===== src/tfs_pkg.sv =====
// Package of constants and types for the thermal and fan status flag block
package tfs_pkg;

    // ------------------------------------------------------------
    // Register map
    // ------------------------------------------------------------
    localparam logic [7:0]  TFS_IDX_STATUS_ONE = 8'h02;
    localparam logic [11:0] TFS_ADDR_STATUS    = {2'h0, TFS_IDX_STATUS_ONE, 2'h0};
    localparam logic [11:0] TFS_ADDR_MASK      = 12'h010;
    localparam logic [11:0] TFS_ADDR_IRQ       = 12'h014;
    localparam logic [11:0] TFS_ADDR_CTRL      = 12'h018;
    localparam logic [11:0] TFS_ADDR_STATE     = 12'h01C;

    // ------------------------------------------------------------
    // Field positions of the status register
    // ------------------------------------------------------------
    localparam int TFS_BIT_LOCAL_LOW   = 7;
    localparam int TFS_BIT_LOCAL_HIGH  = 6;
    localparam int TFS_BIT_SENSOR_FAIL = 5;
    localparam int TFS_BIT_SHUTDOWN    = 4;
    localparam int TFS_BIT_REMOTE_LOW  = 3;
    localparam int TFS_BIT_REMOTE_HIGH = 2;
    localparam int TFS_BIT_FAN_SLOW    = 1;
    localparam int TFS_BIT_OVERSPEED   = 0;

    // Control register bits
    localparam int TFS_CTRL_SENSOR_IE = 0;
    localparam int TFS_CTRL_SHUT_IE   = 1;
    localparam int TFS_CTRL_FAN_IE    = 2;
    localparam int TFS_CTRL_SOFT_RST  = 3;

    // ------------------------------------------------------------
    // Reset values and thresholds
    // ------------------------------------------------------------
    localparam logic [7:0] TFS_STATUS_RESET   = 8'h00;
    localparam logic [7:0] TFS_MASK_RESET     = 8'hFF;
    localparam logic [2:0] TFS_CTRL_RESET     = 3'h0;
    localparam logic [7:0] TFS_FAIL_TEMP      = 8'h80;
    localparam logic [7:0] TFS_HYST_DEG       = 8'h05;
    localparam logic [2:0] TFS_FAIL_COUNT     = 3'h5;
    localparam logic [2:0] TFS_CNT_ZERO       = 3'h0;
    localparam logic [2:0] TFS_CNT_ONE        = 3'h1;
    localparam logic [31:0] TFS_ZERO_WORD     = 32'h0000_0000;

    typedef struct packed {
        logic [7:0]  status;
        logic [7:0]  irq_pend;
        logic [7:0]  irq_mask;
        logic [2:0]  ctrl;
        logic        shut_armed;
        logic        ovs_armed;
        logic [2:0]  slow_cnt;
        logic        fan_fail;
        logic [7:0]  remote_temp;
        logic [31:0] prdata;
        logic        pready;
        logic        pslverr;
        logic        irq;
        logic        shutdown_n;
        logic        over_temp_n;
        logic        fan_fault_n;
        logic        alert_n;
    } tfs_state_s;

endpackage : tfs_pkg


===== src/tfs_status.sv =====
// Status flag register bank with APB slave, pins and interrupt
//
// The APB interface to the registers is this design's own decision.
`timescale 1ns/10ps
module tfs_status
    import tfs_pkg::*;
(
    input  wire logic        pclk,
    input  wire logic        presetn,
    input  wire logic        psel,
    input  wire logic        penable,
    input  wire logic        pwrite,
    input  wire logic [11:0] paddr,
    input  wire logic [31:0] pwdata,
    input  wire logic [3:0]  pstrb,
    output logic      [31:0] prdata,
    output logic             pready,
    output logic             pslverr,
    input  wire logic        monitor_tick,
    input  wire logic [7:0]  local_temp,
    input  wire logic [7:0]  local_low_limit,
    input  wire logic [7:0]  local_high_limit,
    input  wire logic [7:0]  remote_temp_raw,
    input  wire logic [7:0]  remote_low_limit,
    input  wire logic [7:0]  remote_high_limit,
    input  wire logic [7:0]  remote_shutdown_limit,
    input  wire logic        remote_sensor_fault,
    input  wire logic [15:0] tachometer_count,
    input  wire logic [15:0] tachometer_count_low_limit,
    input  wire logic [15:0] tachometer_count_high_limit,
    input  wire logic        fan_spinning_up,
    input  wire logic        over_temp_pin_enable,
    output logic      [7:0]  remote_temp,
    output logic             thermal_shutdown_pin_n,
    output logic             over_temperature_pin_n,
    output logic             fan_fault_pin_n,
    output logic             alert_n,
    output logic             irq
);

    // ------------------------------------------------------------
    // State and comparisons
    // ------------------------------------------------------------
    tfs_state_s st;
    tfs_state_s next_st;

    logic       wr_acc;
    logic       rd_acc;
    logic       rd_status;
    logic       soft_rst;
    logic       remote_below_hyst;
    logic [7:0] hits;
    logic [7:0] next_stat;
    logic [7:0] next_rtemp;
    logic       slow_hit;
    logic       ovs_hit;
    logic       shut_hit;
    logic       sense_ie;
    logic       shut_ie;
    logic       fan_ie;
    logic [8:0] hyst_limit;

    assign wr_acc    = psel && penable && pwrite && st.pready;
    assign rd_acc    = psel && penable && !pwrite && st.pready;
    assign rd_status = rd_acc && (paddr == TFS_ADDR_STATUS);
    assign soft_rst  = wr_acc && (paddr == TFS_ADDR_CTRL) && pstrb[0]
                       && pwdata[TFS_CTRL_SOFT_RST];
    assign sense_ie  = st.ctrl[TFS_CTRL_SENSOR_IE];
    assign shut_ie   = st.ctrl[TFS_CTRL_SHUT_IE];
    assign fan_ie    = st.ctrl[TFS_CTRL_FAN_IE];

    // Shutdown limit minus hysteresis, signed compare
    assign hyst_limit        = {remote_shutdown_limit[7], remote_shutdown_limit}
                               - {1'b0, TFS_HYST_DEG};
    assign remote_below_hyst = $signed({next_rtemp[7], next_rtemp}) <= $signed(hyst_limit);

    assign slow_hit = monitor_tick && !fan_spinning_up
                      && (tachometer_count >= tachometer_count_low_limit);
    assign ovs_hit  = monitor_tick && (tachometer_count <= tachometer_count_high_limit);
    assign shut_hit = monitor_tick && ($signed(next_rtemp) > $signed(remote_shutdown_limit));

    always_comb begin
        next_rtemp = remote_sensor_fault ? TFS_FAIL_TEMP : remote_temp_raw;
        hits = 8'h00;
        hits[TFS_BIT_LOCAL_LOW]   = monitor_tick
            && ($signed(local_temp) <= $signed(local_low_limit));
        hits[TFS_BIT_LOCAL_HIGH]  = monitor_tick
            && ($signed(local_temp) >= $signed(local_high_limit));
        hits[TFS_BIT_SENSOR_FAIL] = remote_sensor_fault;
        hits[TFS_BIT_SHUTDOWN]    = shut_hit && st.shut_armed;
        hits[TFS_BIT_REMOTE_LOW]  = monitor_tick
            && ($signed(next_rtemp) <= $signed(remote_low_limit));
        hits[TFS_BIT_REMOTE_HIGH] = monitor_tick
            && ($signed(next_rtemp) >= $signed(remote_high_limit));
        hits[TFS_BIT_FAN_SLOW]    = slow_hit;
        hits[TFS_BIT_OVERSPEED]   = ovs_hit && st.ovs_armed;
    end

    // ------------------------------------------------------------
    // Next state
    // ------------------------------------------------------------
    always_comb begin
        next_st = st;
        next_stat = st.status;
        // Read clears all but the sensor fail flag, a set wins
        if (rd_status) begin
            next_stat = st.status & (8'h01 << TFS_BIT_SENSOR_FAIL);
        end
        next_stat = next_stat | hits;
        next_st.status = next_stat;
        next_st.remote_temp = next_rtemp;

        // Shutdown rearm: armed again once remote is at or below limit minus 5
        if (rd_status && st.status[TFS_BIT_SHUTDOWN] && !hits[TFS_BIT_SHUTDOWN]) begin
            next_st.shut_armed = 1'b0;
        end else if (monitor_tick && remote_below_hyst) begin
            next_st.shut_armed = 1'b1;
        end

        // Overspeed rearm once speed drops below maximum
        if (rd_status && st.status[TFS_BIT_OVERSPEED] && !hits[TFS_BIT_OVERSPEED]) begin
            next_st.ovs_armed = 1'b0;
        end else if (monitor_tick && !ovs_hit) begin
            next_st.ovs_armed = 1'b1;
        end

        // Consecutive fan-slow counter
        if (monitor_tick && !fan_spinning_up) begin
            if (slow_hit) begin
                if (st.slow_cnt != TFS_FAIL_COUNT) begin
                    next_st.slow_cnt = st.slow_cnt + TFS_CNT_ONE;
                end
            end else begin
                next_st.slow_cnt = TFS_CNT_ZERO;
            end
        end
        next_st.fan_fail = (next_st.slow_cnt == TFS_FAIL_COUNT);

        // Interrupt pending: sticky, write one to clear, set wins
        if (wr_acc && (paddr == TFS_ADDR_IRQ) && pstrb[0]) begin
            next_st.irq_pend = st.irq_pend & ~pwdata[7:0];
        end
        next_st.irq_pend = next_st.irq_pend | hits;
        if (wr_acc && (paddr == TFS_ADDR_MASK) && pstrb[0]) begin
            next_st.irq_mask = pwdata[7:0];
        end
        if (wr_acc && (paddr == TFS_ADDR_CTRL) && pstrb[0]) begin
            next_st.ctrl = pwdata[2:0];
        end

        // Soft reset returns flags to zero
        if (soft_rst) begin
            next_st.status     = TFS_STATUS_RESET;
            next_st.shut_armed = 1'b1;
            next_st.ovs_armed  = 1'b1;
            next_st.slow_cnt   = TFS_CNT_ZERO;
            next_st.fan_fail   = 1'b0;
        end

        // Pins
        next_st.shutdown_n  = !next_st.status[TFS_BIT_SHUTDOWN];
        next_st.over_temp_n = !(over_temp_pin_enable
                                && next_st.status[TFS_BIT_SENSOR_FAIL]);
        next_st.fan_fault_n = !next_st.fan_fail;
        next_st.alert_n = !((sense_ie && next_st.status[TFS_BIT_SENSOR_FAIL])
            || (shut_ie && next_st.status[TFS_BIT_SHUTDOWN])
            || (fan_ie && next_st.status[TFS_BIT_FAN_SLOW])
            || (fan_ie && next_st.status[TFS_BIT_OVERSPEED]));
        next_st.irq = |(next_st.irq_pend & next_st.irq_mask);

        // APB: one wait state, answer in the second access cycle
        next_st.pready  = psel && penable && !st.pready;
        next_st.pslverr = 1'b0;
        next_st.prdata  = TFS_ZERO_WORD;
        if (psel && penable && !st.pready) begin
            unique case (paddr)
                TFS_ADDR_STATUS: begin
                    next_st.prdata[7:0] = st.status;
                    next_st.pslverr = pwrite;
                end
                TFS_ADDR_MASK:  next_st.prdata[7:0] = st.irq_mask;
                TFS_ADDR_IRQ:   next_st.prdata[7:0] = st.irq_pend;
                TFS_ADDR_CTRL:  next_st.prdata[2:0] = st.ctrl;
                TFS_ADDR_STATE: next_st.prdata[5:0] = {st.fan_fail, st.slow_cnt,
                                                       st.ovs_armed, st.shut_armed};
                default:        next_st.pslverr = 1'b1;
            endcase
        end
    end

    // ------------------------------------------------------------
    // State register
    // ------------------------------------------------------------
    always_ff @(posedge pclk or negedge presetn) begin
        if (!presetn) begin
            st             <= '0;
            st.status      <= TFS_STATUS_RESET;
            st.irq_mask    <= TFS_MASK_RESET;
            st.ctrl        <= TFS_CTRL_RESET;
            st.shut_armed  <= 1'b1;
            st.ovs_armed   <= 1'b1;
            st.shutdown_n  <= 1'b1;
            st.over_temp_n <= 1'b1;
            st.fan_fault_n <= 1'b1;
            st.alert_n     <= 1'b1;
        end else begin
            st <= next_st;
        end
    end

    assign prdata                 = st.prdata;
    assign pready                 = st.pready;
    assign pslverr                = st.pslverr;
    assign remote_temp            = st.remote_temp;
    assign thermal_shutdown_pin_n = st.shutdown_n;
    assign over_temperature_pin_n = st.over_temp_n;
    assign fan_fault_pin_n        = st.fan_fault_n;
    assign alert_n                = st.alert_n;
    assign irq                    = st.irq;
endmodule : tfs_status


===== config.mk =====
export PLATFORM = sky130hd
export DESIGN_NAME = tfs_status
export DESIGN_NICKNAME = d
export VERILOG_FILES = /design/src/tfs_pkg.sv /design/src/tfs_status.sv
export SDC_FILE = /design/constraint.sdc
export NUM_CORES = 1
export LEC_CHECK = 0
export BUFFER_PORTS_ARGS = -buffer_cell sky130_fd_sc_hd__buf_2
export CAP_MARGIN = 20
export CORE_AREA = 2 2 152 80
export CTS_CLUSTER_DIAMETER = 60
export DETAILED_ROUTE_END_ITERATION = 12
export DIE_AREA = 0 0 154 82
export GPL_ROUTABILITY_DRIVEN = 0
export GPL_TIMING_DRIVEN = 0
export PLACE_DENSITY = 0.75
export SYNTH_ARGS = -nofsm -noshare
export SYNTH_HDL_FRONTEND = slang
export SYNTH_SLANG_ARGS = --single-unit

===== constraint.sdc =====
create_clock -name pclk -period 3.71 [get_ports pclk]
set_clock_uncertainty 0.1 [all_clocks]
set_input_delay 0.5565 -clock pclk [delete_from_list [all_inputs] [get_ports pclk]]
set_output_delay 0.5565 -clock pclk [all_outputs]
set_load 0.02 [all_outputs]

Yosys cells after proc, flatten, opt, wreduce, memory -nomap -nowiden
Index checks and enable logic that the tools add are counted.
{ "totals": {"input_bits": 161, "word_cells": 110, "out_inout_bits": 47, "register_bits": 56} }
{ "classes": {"mux": 19, "n_eq_ne": 7, "bitwise": 5, "n_lt_le_gt_ge": 8, "add_sub_neg": 2, "reduce_logical": 52} }
{ "op_table": {"columns": ["cell", "n"], "rows": [
  ["$eq A12 B5 Y1 const B", 4],
  ["$mux W8", 6],
  ["$logic_and A1 B1 Y1", 35],
  ["$and A8 B8 Y8", 2],
  ["$ge A16 B16 Y1", 1],
  ["$ge A8 B8 Y1", 2],
  ["$le A16 B16 Y1", 1],
  ["$le A8 B8 Y1", 2],
  ["$or A8 B8 Y8", 2],
  ["$pmux W3 S5", 1],
  ["$eq A12 B4 Y1 const B", 1],
  ["$pmux W3 S4", 1],
  ["$logic_not A1 Y1", 10],
  ["$le A8 B9 Y1", 1],
  ["$mux W3", 3],
  ["$sub A8 B4 Y9 const B", 1],
  ["$gt A8 B8 Y1", 1],
  ["$not A8 Y8", 1],
  ["$reduce_or A8 Y1", 1],
  ["$mux W6", 1],
  ["$pmux W2 S3", 1],
  ["$reduce_bool A3 Y1", 2],
  ["$mux W1", 5],
  ["$reduce_or A4 Y1", 1],
  ["5 further kinds", 7]
]} }

Depth between registers and ports, before layout
{ "depth": {"depth_word": 12, "mapped_depth": 12, "depth_no_buf": 12} }

Worst setup path before layout
No wires, ideal clock.
{ "synth_path": {"path_kind": "input to register", "from": "input remote_sensor_fault", "to": "register st (netlist bit irq)", "t_required_ns": 3.472, "path_slack_ns": 0.602, "stages": 9, "path_buffers": 1, "arrival_time_ns": 2.870, "setup_ns": 0.138, "cell_sequence": "clkbuf_1 or2_2 ha_1 and4_1 a221o_1 a2111oi_0 o211ai_1 a222oi_1 nand4b_1"} }
{ "synth_lines": {"columns": ["element", "line", "text"], "rows": [
  ["from (decl)", "tfs_status.sv:27", "input wire logic remote_sensor_fault,"],
  ["to (signal assigned)", "tfs_status.sv:207", "st <= next_st;"],
  ["to (decl)", "tfs_status.sv:44", "tfs_state_s st;"]
]} }

==> flow_metrics.env <==
export IMPL_use_met1=0.2957
export IMPL_die_h_um=82
export IMPL_p_per_area_mw_per_mm2=266.7
export IMPL_grt_busiest_layer="met2"
export IMPL_syn_inst=548
export IMPL_path_class="input port to flip-flop"
export IMPL_drt_wirelength_per_cell_um=15.51
export IMPL_required_ns=3.75
export IMPL_max_stage_delay_ns=0.57
export IMPL_preCtsSetupSlack_ns=-0.2221
export IMPL_finalMaxSlewViolations=0
export IMPL_postSynthAreaPerCell_um2=9.055
export IMPL_p_leak_nw=3.339
export IMPL_worstPathCellList="buf_2, ha_1, a2111oi_0, o21ai_0, a211oi_1, o21ai_0, a22o_1, a222oi_1, nand4b_1"
export IMPL_numCtsBuffers=5
export IMPL_cts_buffer_depth=2
export IMPL_async_flop_share=1.000
export IMPL_totalWireLength_um=13710
export IMPL_cp_common_cell="o21ai_0"
export IMPL_slowest_stage="a2111oi_0"
export IMPL_end_kind="flip-flop"
export IMPL_fin_nets=971
export IMPL_synth_cell_types=66
export IMPL_drive_gt1_frac=0.3556
export IMPL_met3_usage=0.04274
export IMPL_synthTopCellsByCount="inv_1, ha_1, nand2_1"
export IMPL_cts_max_level=2
export IMPL_num_io_pins=208
export IMPL_path_max_fanout=6
export IMPL_fp_dieW_um=154
export IMPL_synthAdderAreaFrac=0.2002
export IMPL_antenna_found_initial=0
export IMPL_synthMuxAreaShare=0.05194
export IMPL_run_status="finished clean"
export IMPL_hold_buffers=0
export IMPL_largest_register_ffs=30
export IMPL_slew_headroom=0.4564
export IMPL_start_kind="input port"
export IMPL_finalSetupViolCount=0
export IMPL_antenna_cells=0
export IMPL_yosys_area_top_type="dfrtp_1"
export IMPL_synth_compound_area_frac=0.1488
export IMPL_post_dp_hpwl_um=11540
export IMPL_final_setup_worst_slack_ns=0.1913
export IMPL_hold_viol_final=0
export IMPL_max_cap_viol_count=0
export IMPL_cts_root_buf="clkbuf_16"
export IMPL_clk_pin_slew_ns=0.08
export IMPL_placed_area_mm2=0.006032
export IMPL_areaGrowthSynthToFinish_pct=24.76
export IMPL_top_register="st"
export IMPL_cp_data_arrival_time_ns=3.56
export IMPL_rsz0062_at_grt="false"
export IMPL_drt_iter0_drc=335
export IMPL_cts_sinks=56
export IMPL_tightest_slew_ns=0.8068
export IMPL_synth_ff_type="dfrtp_1"
export IMPL_dr_pass1_iters=5
export IMPL_final_min_clock_period_ns=3.519
export IMPL_drtAntennaViolNets=0
export IMPL_synth_edf_count=0
export IMPL_yosys_area_top_type_share=0.2118
export IMPL_seq_area_frac_synth=0.2859
export IMPL_post_route_period_util=0.9484
export IMPL_grt_overflow_total=0
export IMPL_cts_tree="done"
export IMPL_fp_dieArea_mm2=0.01263
export IMPL_synth_area_mm2=0.004962
export IMPL_port_buffers=155
export IMPL_ir_worst_vdd_uv=210.1
export IMPL_track_usage=0.2178
export IMPL_clk_latency_ns=0.30
export IMPL_start_util=0.4358
export IMPL_synthTopCellsByArea="dfrtp_1, ha_1, dfstp_2, buf_4, inv_1"
export IMPL_num_vias=4603
export IMPL_core_rowCount=28
export IMPL_setup_tns_ns=0
export IMPL_nFillCells=1052
export IMPL_viasPerCell=5.207
export IMPL_fin_area_mm2=0.006191
export IMPL_critPathBufInv=1
export IMPL_yosysMostFrequentCell="inv_1"
export IMPL_grt_max_degree=31
export IMPL_core_mm2=0.01139
export IMPL_grt_pass1_vias=4604
export IMPL_grt_pass1_wl_um=22010
export IMPL_critical_path_top_delay_family="compound AO/OA/AOI/OAI gates"
export IMPL_fmax_ghz=0.2842
export IMPL_synth_warning_count=0
export IMPL_synth_top_family_by_area="adder cells"
export IMPL_gr_usage_met2=0.3659
export IMPL_hold_class="input port to async pin"
export IMPL_yosys_area_share_xor_xnor=0.02295
export IMPL_synth_seq_cells=56
export IMPL_synth_simple_area_share=0.1596
export IMPL_drc_errors=0
[cells by family after synthesis]
family,after synthesis
AND/OR/NAND/NOR,142
multiplexers,20
XOR/XNOR,13
buffers and inverters,129
other,1
adder cells (fa/ha/maj),80
flip-flops,56
AO/OA/AOI/OAI,107
[final cells by class]
| type | count | area (µm²) | area share |
|---|---|---|---|
| clock buffer | 5 | 125.1 | 0.02021 |
| timing repair buffer | 156 | 795.8 | 0.1285 |
| buffer | 47 | 336.6 | 0.05437 |
| multi-input combinational | 386 | 2995 | 0.4838 |
| sequential | 56 | 1419 | 0.2292 |
| clock inverter | 3 | 27.53 | 0.004446 |
| tap | 150 | 187.7 | 0.03032 |
| inverter | 81 | 304.0 | 0.04911 |
[metrics by stage]
stage	utilization	hold WS [ns]	total power, mW	std cells
final	0.5437	0.1731	1.651	884
after global routing	0.5437	0.2233	1.759	884
after CTS	0.5432	0.1956	1.663	885
after detailed placement	0.5298	0.3583	1.163	877
after global placement	0.5280	0.3625	1.132	876
after floorplan	-	0.1609	0.9671	571
[what timing repair did]
item / in CTS / in global routing
buffers inserted: 0 / 0
resized for setup: 0 / 4
endpoints found under the setup margin: 0 / 1
[per-layer routing]
layer,routed length [µm],part of all wire
met2,6056,0.44
met5,0,0
met3,1071,0.078
met1,6369,0.46
met4,214,0.016
[power breakdown]
group | leakage [nW] | internal, mW | switching (mW)
Sequential | 0.633 | 0.635 | 0.0274
Clock | 0.0719 | 0.257 | 0.233
Combinational | 2.63 | 0.220 | 0.278
Total | 3.34 | 1.11 | 0.539
[worst reg2reg max path, stage by stage (launching register included)]
cell and delay (ns):
dfrtp_1 0.36, and3_1 0.19, nand3_1 0.22, nor4_4 0.56, mux2_2 0.43, a222oi_1 0.55
nand4b_1 0.20
[cell usage in the layout, fill, tap and decap left out, types with 3 or more instances in the layout]
cell and instances:
nor3_1 6, or3_1 3, o211ai_1 4, clkbuf_1 4, nor2_1 28, nand2_1 43, mux2_2 16, ha_1 77
dfstp_2 14, nor2b_1 6, nand2b_1 7, or2_2 3, a2111oi_0 5, a211oi_1 5, o2bb2ai_1 4, a22oi_1 6
buf_4 40, a221o_1 3, maj3_1 3, o21ai_0 22, mux4_2 3, nand3_1 4, a222oi_1 6, buf_2 157
conb_1 24, xnor2_1 11, nor4_4 3, nor4_1 5, inv_1 80, clkbuf_16 5, a21o_1 8, dfrtp_1 42
nor2b_2 4, a21bo_2 3, a21oi_1 26, nand4_1 9
[final timing paths]
kind	end	slack, ns	depth (start not counted)	start
worst min register to register	alert_n	0.38	1	shut_ie
worst max-delay path	irq	0.19	9	tachometer_count[5]
max in group asynchronous	st[58]	2.67	2	presetn
min in group pclk	over_temperature_pin_n	0.27	2	over_temp_pin_enable
worst max register to register	irq	0.93	6	pready
worst min-delay path	prdata[1]	0.17	1	presetn
Note: power is estimated with default switching activity, not from simulation.
